### src/logic/brc_map.svh
/*
 * Constants of the buck regulator control logic: register offsets, field
 * positions, reset values and timing counts.
 * Assumes a 200 MHz system clock and 32-bit APB; holds definitions only.
 */
`ifndef BRC_MAP_SVH
`define BRC_MAP_SVH

// register byte offsets
`define BRC_CTRL_OFS 12'h000
`define BRC_STATUS_OFS 12'h004
`define BRC_HICCNT_OFS 12'h008
// control field positions and reset value
`define BRC_CTRL_RUN_BIT 0
`define BRC_CTRL_RST 32'h0000_0001
// status field positions
`define BRC_ST_STATE_LSB 0
`define BRC_ST_PGOOD_BIT 2
`define BRC_ST_HS_BIT 3
`define BRC_ST_LS_BIT 4
`define BRC_ST_ILIM_BIT 5
`define BRC_ST_PRESET_LSB 6
`define BRC_ST_MODE_LSB 10
`define BRC_ST_PGPIN_BIT 12
// clock period and timing figures
`define BRC_CLK_PERIOD_NS 5
`define BRC_HIC_BLANK_NS 12000
`define BRC_HIC_BLANK_CYC ((`BRC_HIC_BLANK_NS + `BRC_CLK_PERIOD_NS - 1) / `BRC_CLK_PERIOD_NS)
// counts in oscillator periods
`define BRC_HIC_OFF_PER 896
`define BRC_HIC_RETRY_PER 112
`define BRC_PG_DEGLITCH_PER 48

`endif

### src/logic/brc_pkg.sv
/*
 * Types of the buck regulator control logic.
 * Assumes brc_map.svh for all numeric constants.
 */
package brc_pkg;
    // supervisor states
    typedef enum logic [1:0] {
        ST_OFF,
        ST_RUN,
        ST_HICCUP,
        ST_RETRY
    } brc_state_t;
    // operating mode chosen by the mode input
    typedef enum logic [1:0] {
        MD_PWM,
        MD_PWM_PREBIAS,
        MD_SKIP_PREBIAS,
        MD_RSVD
    } brc_mode_t;
endpackage

### src/logic/brc_ctrl.sv
/*
 * Control logic of a synchronous step-down regulator: per-period switch
 * sequencing, current-limit hold, hiccup supervisor, power-good deglitch,
 * mode and preset decode, APB register slave.
 * Assumes comparator and pin inputs are asynchronous and get two flops;
 * three-level inputs arrive as 2-bit codes 00 ground, 01 open, 10 supply.
 */
// Chosen here: the APB slave port and the register addresses.
// What this block does
// - high side on at each period start
// - high side off on ramp or limit
// - low side on for period remainder
// - never both drivers on together
// - low side held until low-side current falls
// - 12us feedback low in limit enters hiccup
// - hiccup: drivers off, pull-downs on
// - 896 periods off then 112 retry
// - release power-good on 92.5% and reference ok
// - pull power-good on 90% or reference low
// - power-good changes after 48 periods persist
// - power-good low in shutdown, lockout, thermal
// - lockout inhibits switching; release starts soft-start
// - shutdown turns both drivers off
// - shutdown or hiccup pulls reference and compensation
// - three operating modes from mode input
// - two three-level inputs select nine presets
// - enable high runs, low shuts down
`timescale 1ns/10ps
`include "brc_map.svh"
module brc_ctrl #(
    parameter int PERIOD_CYC = 200,         // clocks per oscillator period
    parameter int DEAD_CYC = 2,             // break-before-make gap is this plus one clock
    parameter int HIC_BLANK_CYC = `BRC_HIC_BLANK_CYC
) (
    input wire logic CLOCK_I,
    input wire logic SRST_I,
    input wire logic EN_I,                  // enable pin
    input wire logic UVLO_I,                // supply lockout active
    input wire logic THERM_SD_I,            // thermal shutdown active
    input wire logic PWM_CMP_I,             // ramp above compensation level
    input wire logic HS_ILIM_I,             // high-side current over limit
    input wire logic LS_ILIM_I,             // low-side current over limit
    input wire logic FB_LOW70_I,            // feedback below 70% of reference
    input wire logic FB_ABOVE925_I,         // feedback above 92.5% of reference
    input wire logic FB_BELOW90_I,          // feedback below 90% of reference
    input wire logic REF_OK_I,              // reference above 0.54 V
    input wire logic [1:0] MODE_I,
    input wire logic [1:0] PRESET_SELECT_A_I,
    input wire logic [1:0] PRESET_SELECT_B_I,
    input wire logic POWER_GOOD_OUT_I,      // pin level read back
    output logic POWER_GOOD_OUT_O,
    output logic POWER_GOOD_OUT_OE_O,       // high while pulling low
    output logic HS_DRV_O,
    output logic LS_DRV_O,
    output logic COMP_PD_O,
    output logic REF_PD_O,
    output logic SS_START_O,
    output logic SKIP_MODE_O,
    output logic PREBIAS_START_O,
    output logic [3:0] PRESET_CODE_O,
    input wire logic PSEL_I,
    input wire logic PENABLE_I,
    input wire logic PWRITE_I,
    input wire logic [11:0] PADDR_I,
    input wire logic [31:0] PWDATA_I,
    output logic [31:0] PRDATA_O,
    output logic PREADY_O,
    output logic PSLVERR_O
);
    // indices into the synchroniser vector
    localparam int NSYNC = 18;
    localparam int I_EN = 0;
    localparam int I_UVLO = 1;
    localparam int I_THERM = 2;
    localparam int I_CMP = 3;
    localparam int I_HSL = 4;
    localparam int I_LSL = 5;
    localparam int I_F70 = 6;
    localparam int I_F925 = 7;
    localparam int I_F90 = 8;
    localparam int I_REF = 9;
    localparam int I_PGP = 10;
    localparam int I_MODE = 11;
    localparam int I_PA = 13;
    localparam int I_PB = 15;
    localparam int HS_WAIT = DEAD_CYC + 2;  // tick to high side on, gap included

    // all state of the block
    typedef struct packed {
        logic [NSYNC-1:0] s1;               // first sync stage, read by s2 only
        logic [NSYNC-1:0] s2;
        logic [7:0] per_cnt;
        brc_pkg::brc_state_t st;
        logic hs_req;
        logic hs;
        logic ls;
        logic [3:0] dead;
        logic ls_hold;
        logic ilim_act;
        logic ilim_seen;
        logic [11:0] blank_cnt;
        logic [9:0] hic_cnt;
        logic [7:0] hic_events;
        logic pg;
        logic [5:0] pg_cnt;
        brc_pkg::brc_mode_t mode;
        logic skip;                         // decoded mode bits, kept as flops
        logic prebias;
        logic [3:0] preset;
        logic sw_run;
        logic ss_start;
        logic pd;
        logic pg_oe;
        logic [31:0] prdata;
        logic pready;
        logic pslverr;
    } brc_regs_t;

    brc_regs_t r;
    brc_regs_t next_r;
    logic tick;                             // oscillator period start
    logic off_cond;
    logic allow;
    logic want_hs;
    logic [31:0] rdata;
    logic rmiss;

    // three-level pair to preset index 0..8
    function automatic logic [3:0] preset_of(input logic [1:0] a, input logic [1:0] b);
        logic [3:0] ta;
        logic [3:0] tb;
        ta = (a == 2'h2) ? 4'h2 : {3'h0, a[0]};
        tb = (b == 2'h2) ? 4'h2 : {3'h0, b[0]};
        return 4'((ta << 1) + ta + tb);
    endfunction

    // three-level mode code to operating mode
    function automatic brc_pkg::brc_mode_t mode_of(input logic [1:0] m);
        case (m)
            2'h0: return brc_pkg::MD_PWM;
            2'h1: return brc_pkg::MD_PWM_PREBIAS;
            default: return brc_pkg::MD_SKIP_PREBIAS;
        endcase
    endfunction

    // next-state logic for the whole block
    always_comb begin
        next_r = r;
        next_r.s1 = {PRESET_SELECT_B_I, PRESET_SELECT_A_I, MODE_I, POWER_GOOD_OUT_I, REF_OK_I, FB_BELOW90_I,
                     FB_ABOVE925_I, FB_LOW70_I, LS_ILIM_I, HS_ILIM_I, PWM_CMP_I, THERM_SD_I, UVLO_I, EN_I};
        next_r.s2 = r.s1;
        next_r.ss_start = 1'b0;
        want_hs = 1'b0;                     // only meaningful while switching is allowed
        tick = (r.per_cnt == 8'h00);
        next_r.per_cnt = (r.per_cnt == 8'(PERIOD_CYC - 1)) ? 8'h00 : 8'(r.per_cnt + 8'h01);
        off_cond = !r.s2[I_EN] || r.s2[I_UVLO] || r.s2[I_THERM];

        // current-limit episode: ends after a period without a trip
        if (r.s2[I_HSL]) begin
            next_r.ilim_act = 1'b1;
            next_r.ilim_seen = 1'b1;
        end else if (tick) begin
            next_r.ilim_act = r.ilim_seen;
            next_r.ilim_seen = 1'b0;
        end
        // blanking: feedback low must persist the whole window
        if (r.ilim_act && r.s2[I_F70] && (r.st == brc_pkg::ST_RUN || r.st == brc_pkg::ST_RETRY)) begin
            if (r.blank_cnt != 12'(HIC_BLANK_CYC))
                next_r.blank_cnt = 12'(r.blank_cnt + 12'h001);
        end else begin
            next_r.blank_cnt = 12'h000;
        end

        // supervisor
        case (r.st)
            brc_pkg::ST_OFF: begin
                next_r.mode = mode_of(r.s2[I_MODE+:2]);
                next_r.skip = (mode_of(r.s2[I_MODE+:2]) == brc_pkg::MD_SKIP_PREBIAS);
                next_r.prebias = (mode_of(r.s2[I_MODE+:2]) != brc_pkg::MD_PWM);
                next_r.preset = preset_of(r.s2[I_PA+:2], r.s2[I_PB+:2]);
                if (!off_cond) begin
                    next_r.st = brc_pkg::ST_RUN;
                    next_r.ss_start = 1'b1;
                end
            end
            brc_pkg::ST_RUN: begin
                if (r.blank_cnt == 12'(HIC_BLANK_CYC)) begin
                    next_r.st = brc_pkg::ST_HICCUP;
                    next_r.hic_cnt = 10'h000;
                    next_r.hic_events = (r.hic_events == 8'hff) ? r.hic_events : 8'(r.hic_events + 8'h01);
                end
            end
            brc_pkg::ST_HICCUP: begin
                next_r.blank_cnt = 12'h000;
                if (tick) begin
                    next_r.hic_cnt = 10'(r.hic_cnt + 10'h001);
                    if (r.hic_cnt == 10'(`BRC_HIC_OFF_PER - 1)) begin
                        next_r.st = brc_pkg::ST_RETRY;
                        next_r.hic_cnt = 10'h000;
                        next_r.ss_start = 1'b1;
                    end
                end
            end
            brc_pkg::ST_RETRY: begin
                if (r.blank_cnt == 12'(HIC_BLANK_CYC)) begin
                    next_r.st = brc_pkg::ST_HICCUP;
                    next_r.hic_cnt = 10'h000;
                    next_r.hic_events = (r.hic_events == 8'hff) ? r.hic_events : 8'(r.hic_events + 8'h01);
                end else if (tick) begin
                    next_r.hic_cnt = 10'(r.hic_cnt + 10'h001);
                    if (r.hic_cnt == 10'(`BRC_HIC_RETRY_PER - 1)) begin
                        next_r.st = brc_pkg::ST_RUN;
                        next_r.hic_cnt = 10'h000;
                    end
                end
            end
            default: next_r.st = brc_pkg::ST_OFF;
        endcase
        // shutdown wins over everything and wipes the hiccup, blanking and power-good counters
        if (off_cond) begin
            next_r.st = brc_pkg::ST_OFF;
            next_r.hic_cnt = 10'h000;
            next_r.blank_cnt = 12'h000;
            next_r.pg_cnt = 6'h00;
            next_r.ilim_act = 1'b0;
            next_r.ilim_seen = 1'b0;
            next_r.ss_start = 1'b0;
        end

        // switch sequencing; drivers follow the next supervisor state
        allow = r.sw_run && (next_r.st == brc_pkg::ST_RUN || next_r.st == brc_pkg::ST_RETRY);
        if (!allow) begin
            next_r.hs_req = 1'b0;
            next_r.hs = 1'b0;
            next_r.ls = 1'b0;
            next_r.ls_hold = 1'b0;
            next_r.dead = 4'h0;
        end else begin
            if (r.s2[I_HSL])
                next_r.ls_hold = 1'b1;
            else if (r.ls_hold && !r.s2[I_LSL])
                next_r.ls_hold = 1'b0;
            if (tick && !next_r.ls_hold)
                next_r.hs_req = 1'b1;
            if (r.s2[I_CMP] || r.s2[I_HSL] || next_r.ls_hold)
                next_r.hs_req = 1'b0;
            want_hs = next_r.hs_req;
            // a driver is dropped first, the other waits out the gap
            if (r.hs && !want_hs) begin
                next_r.hs = 1'b0;
                next_r.dead = 4'(DEAD_CYC);
            end else if (r.ls && want_hs) begin
                next_r.ls = 1'b0;
                next_r.dead = 4'(DEAD_CYC);
            end else if (!r.hs && !r.ls) begin
                if (r.dead != 4'h0)
                    next_r.dead = 4'(r.dead - 4'h1);
                else if (want_hs)
                    next_r.hs = 1'b1;
                else
                    next_r.ls = 1'b1;
            end
        end
        next_r.pd = (next_r.st == brc_pkg::ST_OFF || next_r.st == brc_pkg::ST_HICCUP);

        // power-good with deglitch counted in oscillator periods
        if (r.pg ? (r.s2[I_F90] || !r.s2[I_REF]) : (r.s2[I_F925] && r.s2[I_REF])) begin
            if (tick) begin
                next_r.pg_cnt = 6'(r.pg_cnt + 6'h01);
                // first tick may close a partial period, so wait one more
                if (r.pg_cnt == 6'(`BRC_PG_DEGLITCH_PER)) begin
                    next_r.pg = !r.pg;
                    next_r.pg_cnt = 6'h00;
                end
            end
        end else begin
            next_r.pg_cnt = 6'h00;
        end
        if (off_cond) begin
            next_r.pg = 1'b0;
            next_r.pg_cnt = 6'h00;
        end
        next_r.pg_oe = !next_r.pg;

        // apb: one wait state, answer registered
        rdata = 32'h0000_0000;
        rmiss = 1'b0;
        case (PADDR_I)
            `BRC_CTRL_OFS: rdata[`BRC_CTRL_RUN_BIT] = r.sw_run;
            `BRC_STATUS_OFS: begin
                rdata[`BRC_ST_STATE_LSB+:2] = r.st;
                rdata[`BRC_ST_PGOOD_BIT] = r.pg;
                rdata[`BRC_ST_HS_BIT] = r.hs;
                rdata[`BRC_ST_LS_BIT] = r.ls;
                rdata[`BRC_ST_ILIM_BIT] = r.ilim_act;
                rdata[`BRC_ST_PRESET_LSB+:4] = r.preset;
                rdata[`BRC_ST_MODE_LSB+:2] = r.mode;
                rdata[`BRC_ST_PGPIN_BIT] = r.s2[I_PGP];
            end
            `BRC_HICCNT_OFS: rdata[7:0] = r.hic_events;
            default: rmiss = 1'b1;
        endcase
        next_r.pready = PSEL_I && PENABLE_I && !r.pready;
        next_r.pslverr = next_r.pready && rmiss;
        next_r.prdata = (next_r.pready && !PWRITE_I && !rmiss) ? rdata : 32'h0000_0000;
        // write takes effect at the completing edge only
        if (PSEL_I && PENABLE_I && r.pready && PWRITE_I && PADDR_I == `BRC_CTRL_OFS)
            next_r.sw_run = PWDATA_I[`BRC_CTRL_RUN_BIT];
    end

    // single state register; reset gives a quiet, off regulator
    always_ff @(posedge CLOCK_I) begin
        if (SRST_I) begin
            r <= '0;
            r.st <= brc_pkg::ST_OFF;
            r.sw_run <= 1'b1;
            r.pd <= 1'b1;
            r.pg_oe <= 1'b1;
        end else begin
            r <= next_r;
        end
    end

    // outputs straight from the state register, power-good pin level tied low
    assign POWER_GOOD_OUT_O = 1'b0;
    assign POWER_GOOD_OUT_OE_O = r.pg_oe;
    assign HS_DRV_O = r.hs;
    assign LS_DRV_O = r.ls;
    assign COMP_PD_O = r.pd;
    assign REF_PD_O = r.pd;
    assign SS_START_O = r.ss_start;
    assign SKIP_MODE_O = r.skip;
    assign PREBIAS_START_O = r.prebias;
    assign PRESET_CODE_O = r.preset;
    assign PRDATA_O = r.prdata;
    assign PREADY_O = r.pready;
    assign PSLVERR_O = r.pslverr;
endmodule

### config.mk
export PLATFORM = sky130hd
export DESIGN_NAME = brc_ctrl
export DESIGN_NICKNAME = d
export VERILOG_FILES = /design/src/logic/brc_pkg.sv /design/src/logic/brc_ctrl.sv
export VERILOG_INCLUDE_DIRS = /design/src /design/src/logic
export SDC_FILE = /design/constraint.sdc
export NUM_CORES = 1
export LEC_CHECK = 0
export ABC_CLOCK_PERIOD_IN_PS = 3150
export BUFFER_PORTS_ARGS = -buffer_cell sky130_fd_sc_hd__buf_2
export CAP_MARGIN = 5
export CELL_PAD_IN_SITES_DETAIL_PLACEMENT = 2
export CELL_PAD_IN_SITES_GLOBAL_PLACEMENT = 2
export CORE_MARGIN = 3
export CORE_UTILIZATION = 35
export CTS_CLUSTER_DIAMETER = 30
export DETAILED_ROUTE_END_ITERATION = 6
export PLACE_DENSITY = 0.88
export SLEW_MARGIN = 20
export SYNTH_ARGS = -nofsm -noshare
export SYNTH_HDL_FRONTEND = slang
export SYNTH_SLANG_ARGS = --single-unit
export TNS_END_PERCENT = 20
### constraint.sdc
create_clock -name CLOCK_I -period 3.15 [get_ports CLOCK_I]
set_input_delay 0.315 -clock CLOCK_I [delete_from_list [all_inputs] [get_ports CLOCK_I]]
set_output_delay 0.315 -clock CLOCK_I [all_outputs]
set_load 0.005 [all_outputs]
; ---- Word-level counts from Yosys, hierarchy flattened
; Cells that the tools add are included.
[word_totals]
out_inout_bits = 47
register_bits = 137
wordCells = 185
input_bits = 66
[op_classes]
n_bitwise = 8
n_eq_ne = 25
add_sub_neg = 8
n_reduce_logical = 65
n_mux = 49
[op_table]
columns = operator, count
row1 = 10-bit two-way mux, 5
row2 = 10-bit case mux with 3 select lines, 1
row3 = 2-bit two-way mux, 13
row4 = 7-bit two-way mux, 3
row5 = 18-bit two-way mux, 1
row6 = 1-bit logical AND, 17
row7 = 8-bit by 1-bit adder with 8-bit output (second input constant), 2
row8 = 8-bit == test (second input constant), 2
row9 = 8-bit two-way mux, 2
row10 = 8-bit case mux with 2 select lines, 1
row11 = 2-bit == test (second input constant), 7
row12 = 7-bit case mux with 2 select lines, 1
row13 = 1-bit two-way mux, 13
row14 = 12-bit by 1-bit adder with 12-bit output (second input constant), 1
row15 = 12-bit == test (second input constant), 1
row16 = 12-bit by 3-bit == test with 1-bit output (second input constant), 1
row17 = 12-bit by 4-bit == test with 1-bit output (second input constant), 1
row18 = 12-bit zero test, 1
row19 = 6-bit two-way mux, 2
row20 = 12-bit inequality test (second input constant), 1
row21 = 4-bit AND reduction, 3
row22 = 3-bit OR reduction, 4
row23 = 1-bit zero test, 11
row24 = 10-bit by 1-bit adder with 10-bit output (second input constant), 1
row25 = 28 further kinds, 60

; ---- Logic depth before layout (Yosys ltp)
[logic_depth]
depth_word = 20
mapped_depth = 8
mapped_depth_nobuf = 7

; ---- Worst setup path after synthesis
; OpenSTA, ideal clock, no wires.
[synth_timing]
path_kind = register to register
from = register r[117] (netlist bit)
to = register r (netlist bit PRESET_CODE_O[2])
t_required_ps = 3064
stages_incl_launch_ff = 7
arrival_time_ps = 1668
setup_slack_ps = 1396
setup_ps = 86
period_less_slack_ps = 1754
n_path_buf = 0
cell_sequence = dfxtp_1 -> or2_2 -> ha_1 -> ha_1 -> inv_1 -> fa_1 -> a211oi_1
[synth_via]
elab_chain_cells = 4
[synth_lines]
columns = element, line_no
row1 = start: declaration, brc_ctrl.sv:119  ; brc_regs_t r;
row2 = start signal: assignment, brc_ctrl.sv:320  ; r <= next_r;
row3 = 2-bit == test, brc_ctrl.sv:132  ; ta = (a == 2'h2) ? 4'h2 : {3'h0, a[0]};
row4 = 2-bit two-way mux, brc_ctrl.sv:132
row5 = 3-bit by 2-bit adder with 4-bit output, brc_ctrl.sv:134  ; return 4'((ta << 1) + ta + tb);
row6 = 4-bit by 2-bit adder with 4-bit output, brc_ctrl.sv:134
; No other way between the ends.
; A chain may end at the register's enable or synchronous reset.

; ---- Final worst setup path
[layout_timing]
from = register r[72] (netlist bit)
to = register r[69] (netlist bit)
[layout_via]
elab_chain_cells = 3
word_cells_on_any_way = 6
classes_between = eq/ne: 3 / mux: 2 / reduce/logical: 1
[layout_lines]
columns = element, line_no
row1 = 12-bit == test (*), "brc_ctrl.sv:187, brc_ctrl.sv:205"
row2 = "3-bit by 2-bit inequality test with 1-bit output (no source line), or another cell as far along", n/a
row3 = 4-bit AND reduction (no source line) or 10-bit case mux with 3 select lines (tied branches), n/a
; Every way passes the cells marked *; elsewhere a longest branch is shown, timed or not.

==> results.json <==
{
  "port_buffers": 61,
  "num_antenna_cells": 0,
  "whs_ps": 104,
  "root_buffer": "clkbuf_16",
  "synth.distinct_cells": 62,
  "fin_util_pct": 42.3,
  "cts_setup_buffers": 0,
  "finalPower_mw": 3.42,
  "yosys.area.top_type": "dfxtp_1",
  "setup_viol": 0,
  "drv_cap": 0,
  "seq_area_frac_synth_pct": 47.6,
  "drtIter0Drc": 127,
  "core_mm2": 0.0135,
  "max_slew_margin_pct": 53.7,
  "vias_per_cell": 5.00,
  "rsz0062_at_grt": "no",
  "fmax_ghz": 0.428,
  "overflow": 0,
  "htreeDepth": 4,
  "cts_buffers": 17,
  "synth_top_area_share_pct": 47.6,
  "die_w_um": 125,
  "ir_worst_vdd_v": 0.000376,
  "clock_sinks": 117,
  "row_count": 42,
  "drt_wl_total_um": 14300,
  "clkTransAtPathRegs_ps": 50,
  "ys_warn_count": 0,
  "p_leak_nw": 2.26,
  "cp-end-kind": "flop",
  "route.detailed.drc": 0,
  "synth_most_common_cell": "dfxtp_1",
  "synth-edff-count": 0,
  "ys_ff_latch": 117,
  "drtAntennaViolNets": 0,
  "synth_area_leaders": "dfxtp_1, buf_4, nor2b_1",
  "drive_gt1_share_pct": 19.2,
  "tightest_slew_ps": 690,
  "grt_use_total_pct": 19.3,
  "power_density_mw_per_mm2": 598,
  "grt_pass1_wl_um": 23600,
  "syn_to_final_growth_pct": 16.1,
  "dieArea_mm2": 0.0155,
  "num_vias": 3798,
  "layout_worst_path_cycle_share_pct": 74.2,
  "avgSynthCellArea_um2": 9.40,
  "grt_pass1_vias": 4391,
  "fin_nets": 649,
  "path_max_fanout": 18,
  "finClkSkew_ps": 10.8,
  "status": "complete, no violations",
  "setup.worst_path.class": "reg -> reg",
  "wl_per_cell_um": 18.8,
  "finalMaxSlewViolations": 0,
  "place_congestion": 0.799,
  "cts_hold_buf": 0,
  "fin_setup_tns_ps": 0,
  "clk_latency_ps": 420,
  "num_io_pins": 113,
  "hold_violations": 0,
  "initial_core_util_pct": 36.4,
  "dpl.hpwl_um": 9090,
  "clock_path_buffers": 2,
  "ys_top_cells_by_count": "dfxtp_1, nor2_1, buf_4",
  "dr.pass1.iters": 4,
  "die_h_um": 125,
  "holdCritPathClass": "in -> reg",
  "arrival_ps": 2640,
  "grt_max_degree": 55,
  "ctsResizeCount": 0,
  "cp-start-kind": "flop",
  "cts_tree": "done",
  "min_period_ps": 2340,
  "antenna_found_initial": 0,
  "crit_required_ps": 3450,
  "synthArstFlopShare_pct": 0,
  "ys.flop_type": "dfxtp_1",
  "synth_area_mm2": 0.00492,
  "syn-instance-count": 523
}
## kinds of logic (layout without fill, tap and decap cells)
group	Yosys count	count (layout)	share of synthesized area [%]
other	1	20	0.0762
and+or+nand+nor	218	218	25.3
muxes	3	3	0.611
AOI/OAI and AO/OA	66	66	8.75
adders and majority gates	12	12	3.21
DFF	117	117	47.6
xor gates and xnor gates	32	32	5.70
buffers and inverters	74	116	8.73
## critical path, cell delays in order (launching register included)
cell and delay (ps):
dfxtp_1 340, inv_1 90, ha_1 140, and4b_1 240
nand4_2 510, and3_2 500, a41oi_1 270, o22ai_1 130
## state kept, by name (all words and copies together), names as in the netlist
name,flops
PREADY_O,1
POWER_GOOD_OUT_OE_O,1
r,75
COMP_PD_O,1
PRDATA_O,13
next_r,17
PSLVERR_O,1
PRESET_CODE_O,4
SS_START_O,1
PREBIAS_START_O,1
LS_DRV_O,1
HS_DRV_O,1
## path summary, 6_finish.rpt
path / startpoint / to / slack (ps) / cells past startpoint
min reg2reg: r[113]$_SDFF_PP0_ / PRDATA_O[12]$_SDFF_PP0_ / 430 / 1
min: FB_ABOVE925_I / next_r[110]$_SDFF_PP0_ / 100 / 2
max reg2reg: r[72]$_SDFFE_PP0N_ / r[69]$_SDFFE_PP0P_ / 810 / 7
max: r[72]$_SDFFE_PP0N_ / r[69]$_SDFFE_PP0P_ / 810 / 7
## per-layer routing
metal	routed length, um	global-route usage [%]	vias to the layer above	share of wire [%]
met5	0	0	-	0
met4	266	6.38	0	1.9
met3	576	5.92	27	4.0
met2	7720	35.4	83	54
met1	5740	21.0	1880	40
li1	-	-	1808	-
## layout make-up
class	count	area (um^2)
Clock inverter	4	20.0
Multi-Input combinational cell	351	2220
Inverter	20	75.1
Sequential cell	117	2340
Tap cell	176	220
Timing Repair Buffer	64	328
Clock buffer	28	507
Fill cell	1461	7790
## where the power goes
part           leakage [nW]  internal (mW)  switching [mW]  total [mW]
Clock                 0.262           1.08           0.662        1.74
Combinational          1.04         0.0572          0.0832       0.140
Sequential            0.952           1.51          0.0209        1.53
## metrics by stage
stage	instance area (um^2)	instances	setup slack, ps
3_3_place_gp	5180	728	1010
6_report	5710	760	813
2_1_floorplan	4990	542	1400
5_1_grt	5710	760	628
3_5_place_dp	5180	728	890
4_1_cts	5710	760	790
## layout by cell type, fill, tap and decap left out, drive strengths merged, types with 3 or more instances in the layout
cell type	instances
a21oi	20
mux2i	3
nor4	6
inv	20
clkbuf	28
buf	64
nand4	12
clkinv	4
xnor2	17
nor3b	4
nor3	10
or2	3
a22o	7
dfxtp	117
and3	11
nand2b	5
conb	20
nor2	55
nand3	20
or3	3
xor2	15
a31oi	3
a211oi	3
nor2b	39
and2	9
nand2	28
ha	11
nor4b	5
o21ai	20
Note: power is estimated with default switching activity, not from simulation.
